===== config.mk =====
export PLATFORM = sky130hd
export DESIGN_NAME = eac_top
export DESIGN_NICKNAME = d
export VERILOG_FILES = /design/src/inc/eac_pkg.sv /design/src/rtl/eac_prog_timer.sv /design/src/rtl/eac_top.sv
export SDC_FILE = /design/constraint.sdc
export NUM_CORES = 1
export LEC_CHECK = 0
export BUFFER_PORTS_ARGS = -buffer_cell sky130_fd_sc_hd__buf_2
export CORE_MARGIN = 2
export CORE_UTILIZATION = 50
export CTS_BUF_LIST = sky130_fd_sc_hd__clkbuf_8
export DETAILED_ROUTE_END_ITERATION = 12
export GPL_ROUTABILITY_DRIVEN = 0
export GPL_TIMING_DRIVEN = 0
export PLACE_DENSITY = 0.85
export RECOVER_POWER = 50
export SLEW_MARGIN = 20
export SYNTH_ARGS = -nofsm -noshare
export SYNTH_HDL_FRONTEND = slang
export SYNTH_SLANG_ARGS = --single-unit

===== constraint.sdc =====
create_clock -name i_clock -period 2.84 [get_ports i_clock]
set_input_delay 0.568 -clock i_clock [delete_from_list [all_inputs] [get_ports i_clock]]
set_output_delay 0.568 -clock i_clock [all_outputs]
set_load 0.01 [all_outputs]

===== src/inc/eac_pkg.sv =====
// Constants, types and register map for the EEPROM access control block.
// Assumes one 250 MHz clock, an APB3 slave port and a synchronous
// calibrated-oscillator tick that paces the programming time.
// Operation
// Control bits seven and six read zero
// Mode field picks atomic, erase or write
// Mode writes ignored while write strobe set
// Reset clears mode unless programming continues
// Ready interrupt held while strobe clear
// Master arm self-clears four cycles later
// Strobe starts programming only while armed
// Software waits idle, arms, strobes within four
// Software checks flash programming finished first; the bench's prog task polls only the strobe bit, not the flash flag
// Software keeps interrupts off during sequence
// Hardware clears strobe when time elapses
// Accepted write strobe stalls CPU two cycles
// Read strobe fetches byte, stalls four cycles
// No reads or address change while busy
// Software polls strobe clear before reading
// Write timed by 26368 oscillator ticks
// Address holds nine bits, upper bits zero
// Data register feeds writes, takes reads
// Strobe ignored while flash self-programming
package eac_pkg;

  // ---------------------------------------------------------------
  // Register map (byte offsets on APB)
  // ---------------------------------------------------------------
  localparam logic [11:0] OFF_CTRL = 12'h000; // Control register
  localparam logic [11:0] OFF_ADDR = 12'h004; // Nine-bit address
  localparam logic [11:0] OFF_DATA = 12'h008; // Data byte
  localparam logic [11:0] OFF_STAT = 12'h00c; // Status, read only

  // ---------------------------------------------------------------
  // Field positions
  // ---------------------------------------------------------------
  localparam int CB_READ = 0; // Read strobe
  localparam int CB_STROBE = 1; // Write strobe
  localparam int CB_ARM = 2; // Master write arm
  localparam int CB_IRQEN = 3; // Ready interrupt enable
  localparam int CB_MODE_LO = 4; // Mode field low bit
  localparam int CB_MODE_HI = 5; // Mode field high bit
  localparam int SB_FLASH = 0; // Status: flash flag seen
  localparam int SB_STALL = 1; // Status: CPU stall active
  localparam int ADDR_W = 9; // 512-byte space

  // ---------------------------------------------------------------
  // Programming modes
  // ---------------------------------------------------------------
  typedef enum logic [1:0] {
    EAC_MODE_ATOMIC = 2'h0, // Erase then write
    EAC_MODE_ERASE = 2'h1, // Erase only
    EAC_MODE_WRITE = 2'h2, // Write only
    EAC_MODE_RSVD = 2'h3 // Reserved, never starts
  } eac_mode_t;

  // Request to the array; array latches fields on start
  typedef struct packed {
    logic start;
    eac_mode_t mode;
    logic [ADDR_W-1:0] addr;
    logic [7:0] wdata;
  } eac_nvm_req_t;

  // ---------------------------------------------------------------
  // Reset values and timing
  // ---------------------------------------------------------------
  localparam eac_mode_t MODE_RESET = EAC_MODE_ATOMIC;
  localparam logic [ADDR_W-1:0] ADDR_RESET = 9'h000;
  localparam logic [7:0] DATA_RESET = 8'h00;
  localparam logic [2:0] ARM_CYCLES = 3'h4; // Arm lifetime
  localparam logic [2:0] STALL_WRITE = 3'h2; // Stall after strobe
  localparam logic [2:0] STALL_READ = 3'h4; // Stall after read
  localparam int ATOMIC_TIME_US = 3400; // Erase plus write
  localparam int SPLIT_TIME_US = 1800; // Erase or write alone
  localparam int ATOMIC_TICKS = 26368; // Oscillator ticks
  // Split modes scale the atomic tick count by the time ratio
  localparam int SPLIT_TICKS =
    ATOMIC_TICKS * SPLIT_TIME_US / ATOMIC_TIME_US;
  localparam int TICK_W = 15; // Fits 26368

endpackage


===== src/rtl/eac_prog_timer.sv =====
// Programming-time counter paced by the calibrated oscillator tick.
// Assumes the tick is a one-cycle pulse synchronous to i_clock.
`timescale 1ns/1ns
`default_nettype none
module eac_prog_timer
  import eac_pkg::*;
(
  input wire logic i_clock,
  input wire logic i_por_rst,
  input wire logic i_clk_en,
  input wire logic i_start,
  input wire logic [TICK_W-1:0] i_limit,
  input wire logic i_osc_tick,
  output logic o_busy,
  output logic o_done
);

  // ---------------------------------------------------------------
  // State
  // ---------------------------------------------------------------
  typedef enum logic [1:0] {
    EAC_ST_IDLE = 2'b01, // No programming
    EAC_ST_RUN = 2'b10 // Counting ticks
  } eac_tstate_t;

  eac_tstate_t state_q, state_d; // Timer state
  logic [TICK_W-1:0] cnt_q, cnt_d; // Ticks left
  logic done_q, done_d; // End pulse

  // Next state; only power-on clears, so programming survives i_rst
  always_comb begin
    state_d = state_q;
    cnt_d = cnt_q;
    done_d = 1'b0;
    case (state_q)
      EAC_ST_IDLE: begin
        if (i_start) begin
          state_d = EAC_ST_RUN;
          cnt_d = i_limit;
        end
      end
      EAC_ST_RUN: begin
        if (i_osc_tick) begin
          if (cnt_q <= 15'h0001) begin
            state_d = EAC_ST_IDLE;
            cnt_d = 15'h0000;
            done_d = 1'b1;
          end else begin
            cnt_d = cnt_q - 15'h0001;
          end
        end
      end
      default: begin
        state_d = EAC_ST_IDLE;
        cnt_d = 15'h0000;
      end
    endcase
  end

  // Registers
  always_ff @(posedge i_clock) begin
    if (i_por_rst) begin
      state_q <= EAC_ST_IDLE;
      cnt_q <= 15'h0000;
      done_q <= 1'b0;
    end else if (i_clk_en) begin
      state_q <= state_d;
      cnt_q <= cnt_d;
      done_q <= done_d;
    end
  end

  assign o_busy = (state_q == EAC_ST_RUN);
  assign o_done = done_q;
endmodule // eac_prog_timer
`default_nettype wire


===== src/rtl/eac_top.sv =====
// EEPROM access control: control, address and data registers on APB,
// write arming, timed programming, read fetch and CPU stall.
// Assumes a byte array outside that latches o_nvm_req on start and
// returns the byte at o_nvm_req.addr on i_nvm_rdata in the same cycle.
`timescale 1ns/1ns
`default_nettype none
module eac_top
  import eac_pkg::*;
#(
  parameter logic [TICK_W-1:0] P_ATOMIC_TICKS = TICK_W'(ATOMIC_TICKS),
  parameter logic [TICK_W-1:0] P_SPLIT_TICKS = TICK_W'(SPLIT_TICKS)
) (
  input wire logic i_clock,
  input wire logic i_rst,
  input wire logic i_por_rst,
  input wire logic i_clk_en,
  // APB slave
  input wire logic psel,
  input wire logic penable,
  input wire logic pwrite,
  input wire logic [11:0] paddr,
  input wire logic [31:0] pwdata,
  output logic [31:0] prdata,
  output logic pready,
  output logic pslverr,
  // CPU side
  input wire logic i_global_irq_en,
  input wire logic i_flash_selfprog_flag,
  output logic o_ready_irq,
  output logic o_cpu_stall,
  // Array side
  input wire logic i_osc_tick,
  input wire logic [7:0] i_nvm_rdata,
  output eac_nvm_req_t o_nvm_req
);

  // ---------------------------------------------------------------
  // Helpers
  // ---------------------------------------------------------------
  // Word decode, shared by every register select
  function automatic logic eac_hit(input logic [11:0] a,
                                   input logic [11:0] off);
    eac_hit = (a[11:2] == off[11:2]);
  endfunction

  // ---------------------------------------------------------------
  // Declarations
  // ---------------------------------------------------------------
  logic acc; // Access phase completing
  logic wr; // Write takes effect
  logic wr_ctrl; // Write to control
  logic wr_addr; // Write to address
  logic wr_data; // Write to data
  logic wr_arm; // Software sets arm
  logic mapped; // Address decodes
  logic busy; // Write strobe bit
  logic accept; // Write strobe taken
  logic rd_go; // Read strobe taken
  logic tm_done; // Programming ended
  eac_mode_t new_mode; // Mode in write data
  logic [TICK_W-1:0] limit; // Ticks for this mode
  eac_mode_t mode_q, mode_d; // Programming mode
  logic irqen_q, irqen_d; // Ready interrupt enable
  logic arm_q, arm_d; // Master write arm
  logic [2:0] arm_cnt_q, arm_cnt_d; // Arm lifetime left
  logic [2:0] stall_q, stall_d; // CPU stall left
  logic [ADDR_W-1:0] addr_q, addr_d; // Address register
  logic [7:0] data_q, data_d; // Data register
  logic start_q, start_d; // Start pulse to array
  logic [31:0] rdata_q, rdata_d; // Read data register
  logic [7:0] ctrl_rd; // Control readback

  // ---------------------------------------------------------------
  // Bus decode
  // ---------------------------------------------------------------
  // Ready drops while the CPU is stalled or the clock is held
  assign pready = i_clk_en && (stall_q == 3'h0);
  assign acc = psel && penable && pready;
  assign wr = acc && pwrite;
  assign mapped = eac_hit(paddr, OFF_CTRL) || eac_hit(paddr, OFF_ADDR)
    || eac_hit(paddr, OFF_DATA) || eac_hit(paddr, OFF_STAT);
  // Unmapped words answer with an error, writes are dropped
  assign pslverr = psel && penable && !mapped;
  assign wr_ctrl = wr && eac_hit(paddr, OFF_CTRL);
  assign wr_addr = wr && eac_hit(paddr, OFF_ADDR);
  assign wr_data = wr && eac_hit(paddr, OFF_DATA);
  assign wr_arm = wr_ctrl && pwdata[CB_ARM];
  assign new_mode = eac_mode_t'(pwdata[CB_MODE_HI:CB_MODE_LO]);

  // ---------------------------------------------------------------
  // Strobe acceptance
  // ---------------------------------------------------------------
  // A strobe counts only while armed, idle, flash quiet and mode legal
  assign accept = wr_ctrl && pwdata[CB_STROBE] && arm_q
    && !busy && !i_flash_selfprog_flag
    && new_mode != EAC_MODE_RSVD;
  // Read is refused while programming; a write strobe also wins
  assign rd_go = wr_ctrl && pwdata[CB_READ] && !busy
    && !accept;
  // Atomic takes the full count, split modes the shorter one
  assign limit = (new_mode == EAC_MODE_ATOMIC) ? P_ATOMIC_TICKS
    : P_SPLIT_TICKS;

  // Programming timer, busy is the visible strobe bit
  eac_prog_timer u_timer (
    .i_clock(i_clock),
    .i_por_rst(i_por_rst),
    .i_clk_en(i_clk_en),
    .i_start(accept),
    .i_limit(limit),
    .i_osc_tick(i_osc_tick),
    .o_busy(busy),
    .o_done(tm_done)
  );

  // ---------------------------------------------------------------
  // Control, address and data next state
  // ---------------------------------------------------------------
  // Software writes, hardware timeouts and strobe effects
  always_comb begin
    mode_d = mode_q;
    irqen_d = irqen_q;
    arm_d = arm_q;
    arm_cnt_d = arm_cnt_q;
    stall_d = stall_q;
    addr_d = addr_q;
    data_d = data_q;
    start_d = accept; // One-cycle start to the array
    // Mode frozen while a write runs
    if (wr_ctrl && !busy) begin
      mode_d = new_mode;
    end
    if (wr_ctrl) begin
      irqen_d = pwdata[CB_IRQEN];
    end
    // Arm: software sets, hardware clears; zero writes do nothing
    if (wr_arm) begin
      arm_d = 1'b1;
      arm_cnt_d = ARM_CYCLES - 3'h1;
    end else if (arm_q) begin
      if (arm_cnt_q == 3'h0) begin
        arm_d = 1'b0;
      end else begin
        arm_cnt_d = arm_cnt_q - 3'h1;
      end
    end
    // Stall counter; both strobes never load in one cycle
    if (accept) begin
      stall_d = STALL_WRITE;
    end else if (rd_go) begin
      stall_d = STALL_READ;
    end else if (stall_q != 3'h0) begin
      stall_d = stall_q - 3'h1;
    end
    // Address locked during programming
    if (wr_addr && !busy) begin
      addr_d = pwdata[ADDR_W-1:0];
    end
    // Read fetch takes priority over a data write (never together)
    if (rd_go) begin
      data_d = i_nvm_rdata;
    end else if (wr_data) begin
      data_d = pwdata[7:0];
    end
  end

  // Registers; i_rst spares the mode while programming goes on
  always_ff @(posedge i_clock) begin
    if (i_por_rst) begin
      mode_q <= MODE_RESET;
      irqen_q <= 1'b0;
      arm_q <= 1'b0;
      arm_cnt_q <= 3'h0;
      stall_q <= 3'h0;
      addr_q <= ADDR_RESET;
      data_q <= DATA_RESET;
      start_q <= 1'b0;
    end else if (i_rst) begin
      if (!busy) begin
        mode_q <= MODE_RESET;
      end
      irqen_q <= 1'b0;
      arm_q <= 1'b0;
      arm_cnt_q <= 3'h0;
      stall_q <= 3'h0;
      addr_q <= ADDR_RESET;
      data_q <= DATA_RESET;
      start_q <= 1'b0;
    end else if (i_clk_en) begin
      mode_q <= mode_d;
      irqen_q <= irqen_d;
      arm_q <= arm_d;
      arm_cnt_q <= arm_cnt_d;
      stall_q <= stall_d;
      addr_q <= addr_d;
      data_q <= data_d;
      start_q <= start_d;
    end
  end

  // ---------------------------------------------------------------
  // Read data
  // ---------------------------------------------------------------
  // Read strobe always reads back zero, it acts and is gone
  assign ctrl_rd = {2'h0, mode_q, irqen_q, arm_q, busy, 1'b0};

  // Registered mux; sampled once per cycle so setup gives the value
  always_comb begin
    rdata_d = 32'h0000_0000;
    if (eac_hit(paddr, OFF_CTRL)) begin
      rdata_d[7:0] = ctrl_rd;
    end else if (eac_hit(paddr, OFF_ADDR)) begin
      rdata_d[ADDR_W-1:0] = addr_q;
    end else if (eac_hit(paddr, OFF_DATA)) begin
      rdata_d[7:0] = data_q;
    end else if (eac_hit(paddr, OFF_STAT)) begin
      rdata_d[SB_FLASH] = i_flash_selfprog_flag;
      rdata_d[SB_STALL] = (stall_q != 3'h0);
    end
  end

  // Read data flop
  always_ff @(posedge i_clock) begin
    if (i_por_rst || i_rst) begin
      rdata_q <= 32'h0000_0000;
    end else if (i_clk_en) begin
      rdata_q <= rdata_d;
    end
  end

  // ---------------------------------------------------------------
  // Outputs
  // ---------------------------------------------------------------
  assign prdata = rdata_q;
  // Level, not a pulse: keeps firing while the array is ready
  assign o_ready_irq = irqen_q && i_global_irq_en && !busy;
  assign o_cpu_stall = (stall_q != 3'h0);
  assign o_nvm_req = '{start: start_q, mode: mode_q,
                       addr: addr_q, wdata: data_q};
endmodule // eac_top
`default_nettype wire


Yosys cells after proc, flatten, opt, wreduce, memory -nomap -nowiden
Cells that the tools add are included.
{ "word_totals": {"register_bits": 54, "input_bits": 62, "output_inout_bits": 56, "word_cells": 105} }
{ "classes": {"n_addsub": 3, "n_lt_le_gt_ge": 1, "eq_ne": 11, "n_mux": 31, "reduce_logical": 48} }
{ "op_table": {"columns": ["op", "n"], "rows": [
  ["2-to-1 mux 15 bit", 4],
  ["2-to-1 mux 8 bit", 4],
  ["case mux 15 bit (2 select lines)", 1],
  ["logical AND 1 bit", 21],
  ["== test 10 x 2 -> 1 bit (second input constant)", 2],
  ["2-to-1 mux 2 bit", 9],
  ["2-to-1 mux 3 bit", 6],
  ["less-or-equal comparator 15 x 1 -> 1 bit (second input constant)", 1],
  ["subtractor 15 x 1 -> 15 bit (second input constant)", 1],
  ["== test 10 x 1 -> 1 bit (second input constant)", 1],
  ["logical NOT 10 bit", 1],
  ["inequality test 2 bit (second input constant)", 5],
  ["AND reduction 3 bit", 3],
  ["AND reduction 2 bit", 4],
  ["nonzero test 2 bit", 4],
  ["logical NOT 3 bit", 2],
  ["2-to-1 mux 6 bit", 1],
  ["nonzero test 3 bit", 2],
  ["subtractor 3 x 1 -> 3 bit (second input constant)", 2],
  ["2-to-1 mux 1 bit", 5],
  ["logical NOT 1 bit", 4],
  ["logical OR 1 bit", 4],
  ["case mux 2 bit (2 select lines)", 1],
  ["AND reduction 4 bit", 1],
  ["other kinds (5)", 5]
]} }

Logic depth before layout (Yosys ltp)
Gate-level depths: netlist of run 1.
{ "logic_depth": {"word_depth": 14, "depth_mapped": 10, "ltp_nobuf": 7} }

Modules after synthesis
From an unflattened synthesis of run 1, not the netlist that was laid out.
{ "unflattened": {"cells_unflattened": 398, "hier_area_um2": 3303.2} }
{ "modules_own_cells": {"columns": ["mod", "instances", "cells_each", "area_per_inst_um2", "seq_area_each_um2"], "rows": [
  ["eac_top", 1, 250, 2120.8, 740.7],
  ["eac_prog_timer", 1, 148, 1182.4, 360.3]
]} }

Least setup slack after synthesis of run 1
Ideal clock, no wire load.
{ "synth_path": {"kind": "input to register", "from": "input paddr[9]", "to": "register u_timer.cnt_q[14]", "setup_time_ns": 0.063, "arrival_time_ns": 2.149, "t_required_ns": 2.777, "setup_slack_ns": 0.628, "stages": 5, "path_buffers": 0, "path_cell_list": "nor4_2 > nand4_1 > or4_4 > or3_4 > nand3_1"} }
{ "synth_between": {"elab_chain_cells": 9} }
{ "synth_rtl": {"columns": ["element", "line", "rtl"], "rows": [
  ["from (decl)", "eac_top.sv:21", "input wire logic [11:0] paddr,"],
  ["logical NOT 10 bit", "eac_top.sv:43", "eac_hit = (a[11:2] == off[11:2]);"],
  ["logical AND 1 bit", "eac_top.sv:84", "assign wr_ctrl = wr && eac_hit(paddr, OFF_CTRL);"],
  ["logical AND 1 bit (2 in series)", "eac_top.sv:94", "assign accept = wr_ctrl && pwdata[CB_STROBE] && arm_q"],
  ["logical AND 1 bit (2 in series)", "eac_top.sv:95", "&& !busy && !i_flash_selfprog_flag"],
  ["logical AND 1 bit", "eac_top.sv:96", "&& new_mode != EAC_MODE_RSVD;"],
  ["inequality test 2 bit (no source line)", null, null],
  ["AND reduction 3 bit (no source line)", null, null],
  ["to (signal assigned)", "eac_prog_timer.sv:68", "cnt_q <= cnt_d;"],
  ["to (decl)", "eac_prog_timer.sv:27", "logic [TICK_W-1:0] cnt_q, cnt_d;"]
]} }
Every way passes these cells.
A chain may end at the register's enable or synchronous reset.

Worst setup path after layout of run 1
{ "layout_path": {"from": "register stall_q[0]", "to": "register mode_q[0]"} }
{ "layout_between": {"elab_chain_cells": 8} }
{ "layout_rtl": {"columns": ["element", "line", "rtl"], "rows": [
  ["from (decl)", "eac_top.sv:66", "logic [2:0] stall_q, stall_d;"],
  ["from (signal assigned)", "eac_top.sv:194", "stall_q <= stall_d;"],
  ["logical NOT 3 bit", "eac_top.sv:77", "assign pready = i_clk_en && (stall_q == 3'h0);"],
  ["logical AND 1 bit", "eac_top.sv:77", null],
  ["logical AND 1 bit", "eac_top.sv:78", "assign acc = psel && penable && pready;"],
  ["logical AND 1 bit", "eac_top.sv:79", "assign wr = acc && pwrite;"],
  ["logical AND 1 bit", "eac_top.sv:84", null],
  ["logical AND 1 bit", "eac_top.sv:130", "if (wr_ctrl && !busy) begin"],
  ["nonzero test 2 bit (no source line)", null, null],
  ["AND reduction 3 bit (no source line)", null, null],
  ["to (signal assigned)", "eac_top.sv:190", "mode_q <= mode_d;"],
  ["to (decl)", "eac_top.sv:62", "eac_mode_t mode_q, mode_d;"]
]} }
Every way passes these cells.

==> results.py, run 1 <==
metrics = {
    "clock_network": {
        "clk_latency_ns": 0.32,
        "root_buffer": "clkbuf_8",
        "cts-resized-gates": 0,
        "cts.sinks": 54,
        "cts.htree.levels": 2,
        "cts_buffers": 5,
        "clk_pin_slew_worst_paths_ns": 0.11,
        "cts_tree": "yes",
        "postCtsSetupBuffers": 0,
        "postCtsHoldBufs": 0,
        "cts_buffer_depth": 2,
    },
    "synthesis": {
        "synth_fa_ha_area_share_pct": 3.11,
        "ys_top_cells_by_area": "dfxtp_1, buf_4, mux2i_1",
        "synth-compound-area-share_pct": 25.3,
        "yosysTopAreaCell": "dfxtp_1",
        "synth_ff_type": "dfxtp_1",
        "async_flop_share_pct": 0,
        "synthMuxAreaShare_pct": 5.36,
        "ys_types": 66,
        "synthSimpleGateAreaFrac_pct": 21.7,
        "netlist_area_sq_mm": 0.00322,
        "synth_top_area_share_pct": 33.6,
        "postSynthAreaPerCell_sq_um": 8.43,
        "yosysWarningCount": 0,
        "ys_ff_latch": 54,
        "synth_xor_area_share_pct": 0.544,
        "synth_top_family_by_area": "compound AO/OA/AOI/OAI gates",
        "synth-seq-area-share_pct": 33.6,
        "synthCells": 382,
        "synth_edf_count": 0,
    },
    "setup_path": {
        "crit_arrival_ns": 2.79,
        "required_ns": 3.05,
        "crit_chain": "inv_1 > ha_1 > nand2b_4 > buf_6 > or3_4 > buf_4 > nor4_1 > o21ai_0 > a32o_1",
        "critPathBufInv": 3,
        "crit_path_start_kind": "flip-flop",
        "slowest_stage": "nor4_1",
        "max_stage_delay_ns": 0.51,
        "setup.worst_path.end_class": "flip-flop",
        "path_delay_family": "simple AND/OR/NAND/NOR gates",
        "critical_path_class": "flip-flop to flip-flop",
        "crit_fanout": 10,
    },
    "power_and_ir_drop": {
        "switching_share_pct": 28.9,
        "pwr-share-seq_pct": 48.3,
        "power.leakage_nw": 1.69,
        "internal-power_mw": 1.15,
        "ir_worst_vdd_uv": 311,
        "cellPowerDensity_mw_per_mm2": 422,
        "combPwrFrac_pct": 18.3,
        "switching_power_mw": 0.465,
        "clkPwrFrac_pct": 33.4,
    },
    "global_route": {
        "grt_util_met3_pct": 4.72,
        "grt_overflow": 0,
        "grt_usage_pct": 23.7,
        "grt_pass1_vias": 2963,
        "grt_pass1_wl_microns": 13800,
        "antenna_found_initial": 0,
        "grt-busiest-layer": "met2",
        "met1_usage_pct": 31.6,
        "grt_max_degree": 19,
        "grt_use_met2_pct": 38.2,
    },
    "layout": {
        "final_nets": 550,
        "layout-drive-gt1-share_pct": 19.5,
        "fin_util_pct": 60.8,
        "area_growth_pct": 18.4,
        "n_antenna_cell": 0,
        "final_cell_area_sq_mm": 0.00381,
    },
    "routing": {
        "postRouteAntennaNets": 0,
        "viasPerCell": 5.85,
        "drt_drc_violations_left": 0,
        "wl_per_cell_microns": 15.5,
        "drt_iter0_drc": 297,
        "wl_microns": 8660,
        "vias": 3263,
        "drt_pre_antenna_iters": 5,
    },
    "timing": {
        "drv_slew": 0,
        "setup_violations": 0,
        "post-route-period-util_pct": 91.0,
        "rsz0062_at_grt": "no",
        "setup-tns-final_ns": 0,
        "max_freq_mhz": 387,
        "clock_skew_ns": 0.0121,
        "worst_pin_slew_ns": 0.797,
        "max-slew-margin-rel_pct": 46.4,
        "fin_ws_ns": 0.255,
        "period_needed_ns": 2.58,
        "hold_violations": 0,
    },
    "run": {
        "cap_violations": 0,
    },
    "floorplanning": {
        "coreArea_sq_mm": 0.00628,
        "io_pins": 118,
        "dieWidth_microns": 84.3,
        "initial_utilization_pct": 51.3,
        "die_y_microns": 84.3,
        "dieArea_sq_mm": 0.00710,
        "row_count": 29,
    },
    "place": {
        "port_buffers": 69,
        "pre_cts_slack_ns": 0.252,
        "dp_hpwl_microns": 6420,
        "place_area_sq_mm": 0.00374,
    },
    "min_path": {
        "hp-class": "flip-flop to flip-flop",
    },
    "run_status": {
        "status": "complete, no violations",
    },
}
-- worst min-delay path, delay by kind of cell (launching register included) --
kind            cells  cell delay, ns
compound gates      1            0.05
simple gates        1            0.06
flops               1            0.32
-- power by group through the flow --
stage          Combinational (mW)  Clock, mW  Sequential, mW
5_1_grt                     0.320      0.574           0.780
3_3_place_gp                0.279          0           0.794
4_1_cts                     0.286      0.543           0.777
3_5_place_dp                0.283          0           0.795
2_1_floorplan               0.203          0           0.792
6_report                    0.294      0.538           0.778
-- cell usage in the layout (no fill, tap or decap), types with 4 or more instances in the layout --
cell	instances
nor2b_1	4
buf_2	41
nand2_1	38
conb_1	23
clkbuf_8	5
a22o_1	14
inv_1	19
mux2i_1	15
nor3_1	9
nor2_1	28
o21ai_0	16
nand3_1	15
nand2b_1	5
o22ai_1	4
o211ai_1	5
buf_4	25
a32o_1	5
a21o_1	9
or2_2	4
a21oi_1	20
dfxtp_1	54
nand4_1	6
clkbuf_1	42
ha_1	8
-- flip-flops by register name, summed over array words and instances (netlist names), 2 cells and up --
| signal | count |
|---|---|
| u_timer.cnt_q | 15 |
| prdata | 9 |
| stall_q | 3 |
| data_q | 8 |
| arm_cnt_q | 3 |
| mode_q | 2 |
| u_timer.state_q | 2 |
| addr_q | 9 |
-- synth_stat cells, types with 4 or more instances --
library cell  count
mux2i_1          15
nor2b_1           4
buf_2             5
a32o_1            5
nor4_2            4
nand3_1          15
nand2_1          38
a21o_1            9
a22o_1           14
nand2b_1          5
ha_1              8
nor2_1           28
a21oi_1          20
nand4_1           6
dfxtp_1          54
o22ai_1           4
clkbuf_1          9
o211ai_1          5
or2_2             4
nor3_1            9
o21ai_0          16
inv_1            19
buf_4            25
-- logic make-up (layout without fill, tap and decap cells) --
logic type | Yosys count | after routing
and+or+nand+nor | 133 | 133
buffers and inverters | 60 | 137
other | 1 | 23
AOI/OAI and AO/OA | 108 | 108
muxes | 16 | 16
xor gates and xnor gates | 2 | 2
DFF | 54 | 54
adders and majority gates | 8 | 8
-- cell type report --
cell class | count | area, sq um
plain buffers | 41 | 260
clock buffers | 5 | 68.8
clock inverters | 3 | 47.5
fillers | 565 | 2460
inverters | 19 | 71.3
multi-input cells | 290 | 1880
flip-flops and latches | 54 | 1080
well taps | 77 | 96.3
repair buffers | 69 | 305
-- metrics by stage --
stage	cells	hold WS (ns)	power [mW]
floorplan	404	0.446	0.995
global placement	550	0.453	1.07
detailed placement	550	0.462	1.08
CTS	558	0.476	1.61
global route	558	0.496	1.67
finish	558	0.474	1.61
-- path summary, 6_finish.rpt --
check	from	endpoint	slack [ns]	cells past startpoint
worst max-delay path	stall_q[0]	mode_q[0]	0.26	9
worst min-delay path	prdata[8]	prdata[8]	0.47	2
worst max register to register	stall_q[0]	mode_q[0]	0.26	9
worst min register to register	prdata[8]	prdata[8]	0.47	2
-- layer usage --
| metal | routed length [microns] | share of wire (%) |
|---|---|---|
| met5 | 0 | 0 |
| met3 | 696 | 8.0 |
| met2 | 4080 | 47 |
| met1 | 3670 | 42 |
| met4 | 210 | 2.4 |
Note: power is estimated with default switching activity, not from simulation.
==> inputs of run 2 (changes only) <==
Clock period 2.84 ns to 2.4 ns, I/O delays scaled along.
==> results.py, run 2 (synthesis results as in run 1) <==
metrics = {
    "run_status": {
        "status": "complete, no violations",
    },
    "clock_network": {
        "cts_buffer_depth": 2,
        "cts.sinks": 54,
        "clk_latency_ns": 0.32,
        "cts.htree.levels": 2,
        "clk_pin_slew_worst_paths_ns": 0.11,
        "root_buffer": "clkbuf_8",
        "postCtsHoldBufs": 0,
        "cts_tree": "yes",
        "cts_buffers": 5,
    },
    "global_route": {
        "antenna_found_initial": 0,
        "grt_overflow": 0,
        "grt_pass1_vias": 2964,
        "grt_max_degree": 19,
        "grt_usage_pct": 23.8,
        "grt_pass1_wl_microns": 13800,
    },
    "timing": {
        "max_freq_mhz": 432,
        "period_needed_ns": 2.32,
        "max-slew-margin-rel_pct": 55.3,
        "worst_pin_slew_ns": 0.670,
        "clock_skew_ns": 0.0124,
        "setup_violations": 0,
        "hold_slack_ns": 0.394,
        "hold_violations": 0,
        "drv_slew": 0,
        "post-route-period-util_pct": 96.5,
    },
    "floorplanning": {
        "dieWidth_microns": 84.3,
        "initial_utilization_pct": 51.3,
        "die_y_microns": 84.3,
        "row_count": 29,
        "io_pins": 118,
        "coreArea_sq_mm": 0.00628,
        "dieArea_sq_mm": 0.00710,
    },
    "run": {
        "cap_violations": 0,
    },
    "power_and_ir_drop": {
        "cellPowerDensity_mw_per_mm2": 494,
        "power.total_mw": 1.92,
        "ir_worst_vdd_uv": 377,
        "power.leakage_nw": 1.73,
    },
    "layout": {
        "final_nets": 551,
        "layout-drive-gt1-share_pct": 21.6,
        "area_growth_pct": 20.4,
        "final_common_cell": "dfxtp_1",
        "n_antenna_cell": 0,
        "most-common-layout-cells": "dfxtp_1, buf_2, clkbuf_1",
        "largest_register_ffs": 15,
        "multi_input_area_sq_mm": 0.00193,
        "largest_register": "u_timer.cnt_q",
        "ff_latch_area_sq_mm": 0.00108,
        "fill_cells": 552,
    },
    "setup_path": {
        "r2r-start": "u_timer.state_q[0]",
        "rr_worst_depth": 8,
        "reg2reg_slack_ns": 0.08,
        "crit_arrival_ns": 2.53,
        "required_ns": 2.62,
        "crit_path_start_kind": "flip-flop",
        "crit_end": "stall_q[2]",
        "reg2reg_to": "stall_q[2]",
        "setup.worst_path.end_class": "flip-flop",
        "critical_path_class": "flip-flop to flip-flop",
        "crit_fanout": 7,
        "crit_start": "u_timer.state_q[0]",
    },
    "min_path": {
        "hp-class": "input port to flip-flop",
    },
    "routing": {
        "postRouteAntennaNets": 0,
        "drt_pre_antenna_iters": 5,
        "viasPerCell": 5.88,
        "wl_microns": 8770,
        "wl_per_cell_microns": 15.7,
        "vias": 3286,
        "drt_drc_violations_left": 0,
        "drt_iter0_drc": 296,
    },
    "place": {
        "port_buffers": 69,
        "dp_hpwl_microns": 6420,
    },
}
run 2: changes by cell type in the layout (fill, tap and decap cells not counted), sizes merged:
cell	previous run	this run
clkbuf	47	46
buf	68	70
run 2: repair_timing:
| action | in CTS | in global routing |
|---|---|---|
| endpoints found under the setup margin | 4 | 24 |
| resized for setup | 0 | 13 |
| setup buffers | 1 | 0 |
| pin swaps | 1 | 4 |
run 2: how the worst min path moves through the flow:
stage	startpoint	endpoint	slack (ns)	depth (start not counted)
floorplan	start_q	start_q	0.45	2
global placement	prdata[8]	prdata[8]	0.45	2
detailed placement	prdata[8]	prdata[8]	0.46	2
CTS	pwdata[8]	addr_q[8]	0.40	3
global route	pwdata[8]	addr_q[8]	0.41	3
finish	pwdata[8]	addr_q[8]	0.39	3
run 2: metrics by stage:
| step | TNS [ns] | utilization, % | area [sq um] | instances | worst slack, ns |
|---|---|---|---|---|---|
| floorplan | 0 | - | 3300 | 404 | 0.229 |
| global placement | -0.276 | 59.7 | 3740 | 550 | -0.0854 |
| detailed placement | -0.417 | 59.7 | 3740 | 550 | -0.0999 |
| CTS | 0 | 61.6 | 3870 | 559 | 0.00426 |
| global route | -0.0164 | 61.8 | 3880 | 559 | -0.0111 |
| finish | 0 | 61.8 | 3880 | 559 | 0.0837 |
run 2: cell type report:
type / instances / share of cell area, %
clock buffers: 5 / 1.77
clock inverters: 3 / 1.23
flip-flops and latches: 54 / 27.9
inverters: 19 / 1.84
multi-input cells: 290 / 49.8
plain buffers: 41 / 6.94
repair buffers: 70 / 8.10
well taps: 77 / 2.48
run 2: power by group:
group          switching, mW  internal [mW]
logic                  0.220          0.136
registers             0.0145          0.907
clock network          0.322          0.317
total                  0.556           1.36
run 2: critical path, cell delays in order (launching register included):
cell	delay [ns]
dfxtp_1	0.36
inv_1	0.05
ha_1	0.30
nor3_2	0.25
nand3_1	0.25
or3_1	0.38
buf_2	0.18
a21o_1	0.19
a32o_1	0.25
run 2: metal layers:
metal  wire (microns)  GRT usage, %  vias up  share of wire, %
li1                 -             -     1554                 -
met1             3630          31.6     1516                41
met2             4120          38.4      192                47
met3              791          5.01       24               9.0
met4              237          8.80        0               2.7
met5                0             0        -                 0
==> inputs of run 3 (changes only) <==
Settings changed: PLACE_DENSITY 0.85 to default, PLACE_DENSITY_LB_ADDON from default to 0.1.
==> results.py, run 3 (synthesis results as in run 1) <==
metrics = {
    "power_and_ir_drop": {
        "internal-power_mw": 1.28,
        "power.total_mw": 1.82,
        "cellPowerDensity_mw_per_mm2": 472,
        "switching_power_mw": 0.541,
        "combPwrFrac_pct": 19.4,
        "pwr-share-seq_pct": 50.5,
        "power.leakage_nw": 1.70,
        "clkPwrFrac_pct": 30.0,
        "ir_worst_vdd_uv": 328,
        "switching_share_pct": 29.7,
    },
    "timing": {
        "hold_violations": 0,
        "worst_pin_slew_ns": 0.781,
        "hold_slack_ns": 0.396,
        "rsz0062_at_grt": "no",
        "clock_skew_ns": 0.0148,
        "setup-tns-final_ns": 0,
        "period_needed_ns": 2.31,
        "setup_violations": 0,
        "post-route-period-util_pct": 96.4,
        "max-slew-margin-rel_pct": 47.5,
        "max_freq_mhz": 432,
        "fin_ws_ns": 0.0865,
        "drv_slew": 0,
    },
    "place": {
        "port_buffers": 69,
        "place_area_sq_mm": 0.00374,
        "pre_cts_slack_ns": -0.111,
        "dp_hpwl_microns": 6360,
        "dp_cells": 550,
    },
    "routing": {
        "drt_drc_violations_left": 0,
        "postRouteAntennaNets": 0,
        "wl_per_cell_microns": 14.9,
        "viasPerCell": 5.54,
        "wl_microns": 8330,
        "drt_pre_antenna_iters": 4,
        "drt_iter0_drc": 184,
        "vias": 3098,
    },
    "layout": {
        "final_common_cell": "dfxtp_1",
        "fill_cells": 604,
        "largest_register_ffs": 15,
        "area_growth_pct": 19.8,
        "n_antenna_cell": 0,
        "final_cell_area_sq_mm": 0.00386,
        "layout-drive-gt1-share_pct": 22.4,
        "largest_register": "u_timer.cnt_q",
        "final_nets": 551,
        "most-common-layout-cells": "dfxtp_1, buf_2, clkbuf_1, nand2_1, buf_4",
        "fin_cells": 559,
        "fin_util_pct": 61.5,
    },
    "clock_network": {
        "cts.sinks": 54,
        "postCtsHoldBufs": 0,
        "clk_latency_ns": 0.31,
        "cts_buffer_depth": 2,
        "cts.htree.levels": 2,
        "cts_tree": "yes",
        "cts_buffers": 5,
        "clk_pin_slew_worst_paths_ns": 0.10,
        "root_buffer": "clkbuf_8",
    },
    "floorplanning": {
        "dieWidth_microns": 84.3,
        "dieArea_sq_mm": 0.00710,
        "io_pins": 118,
        "initial_utilization_pct": 51.3,
        "row_count": 29,
        "coreArea_sq_mm": 0.00628,
        "die_y_microns": 84.3,
    },
    "setup_path": {
        "crit_path_start_kind": "flip-flop",
        "path_delay_family": "compound AO/OA/AOI/OAI gates",
        "setup.worst_path.end_class": "flip-flop",
        "critical_path_class": "flip-flop to flip-flop",
        "rr_worst_depth": 9,
        "slowest_stage": "or3_4",
        "critical_path_depth": 9,
        "crit_fanout": 10,
        "critPathBufInv": 3,
        "crit_arrival_ns": 2.53,
        "required_ns": 2.62,
        "max_stage_delay_ns": 0.44,
        "crit_chain": "inv_1 > ha_2 > nand2b_4 > buf_6 > or3_4 > buf_4 > o311a_4 > a21o_1 > a32o_1",
    },
    "run_status": {
        "status": "complete, no violations",
    },
    "global_route": {
        "grt_pass1_vias": 2719,
        "grt_pass1_wl_microns": 13200,
        "antenna_found_initial": 0,
        "grt_overflow": 0,
        "grt_usage_pct": 22.8,
        "grt_max_degree": 18,
    },
    "run": {
        "cap_violations": 0,
    },
    "min_path": {
        "whs_path_depth": 3,
        "hp-class": "input port to flip-flop",
    },
}
-- run 3: worst paths after layout --
| path | startpoint | to | slack (ns) |
|---|---|---|---|
| setup / recovery | stall_q[0] | u_timer.cnt_q[5] | 0.09 |
| hold / removal | pwdata[8] | addr_q[8] | 0.40 |
| setup reg to reg | stall_q[0] | u_timer.cnt_q[5] | 0.09 |
| hold reg to reg | prdata[3] | prdata[3] | 0.47 |
-- run 3: what timing repair did --
action                                  CTS  global route
pin swaps                                 1             2
gates cloned                              0             0
setup buffers                             1             0
gates resized for setup                   0            13
endpoints found under the setup margin    2            30
-- run 3: per-layer routing --
| metal | wire length (microns) | vias up | global-route usage [%] |
|---|---|---|---|
| met5 | 0 | - | 0 |
| met4 | 74 | 0 | 4.69 |
| met3 | 515 | 7 | 3.83 |
| met2 | 3730 | 107 | 34.9 |
| met1 | 4010 | 1432 | 34.0 |
| li1 | - | 1552 | - |
-- run 3: final cells by class --
type / count / area (sq um) / area share, %
multi-input combinational: 290 / 1930 / 50.0
sequential: 54 / 1080 / 28.0
timing repair buffer: 70 / 315 / 8.17
buffer: 41 / 265 / 6.88
tap: 77 / 96.3 / 2.50
clock buffer: 6 / 82.6 / 2.14
inverter: 19 / 71.3 / 1.85
clock inverter: 2 / 16.3 / 0.422
-- run 3: worst reg2reg max path: cells and delay by family (launching register included) --
family / cells / cell delay [ns]
compound gates: 3 / 0.78
simple gates: 2 / 0.49
buf+inv: 3 / 0.45
flops: 1 / 0.31
fa+ha+maj: 1 / 0.21
-- run 3: power groups by stage --
stage | clock network [mW] | logic (mW) | registers, mW
floorplan | 0 | 0.241 | 0.937
global route | 0.596 | 0.387 | 0.922
global placement | 0 | 0.335 | 0.940
detailed placement | 0 | 0.336 | 0.941
finish | 0.547 | 0.354 | 0.921
CTS | 0.557 | 0.341 | 0.920
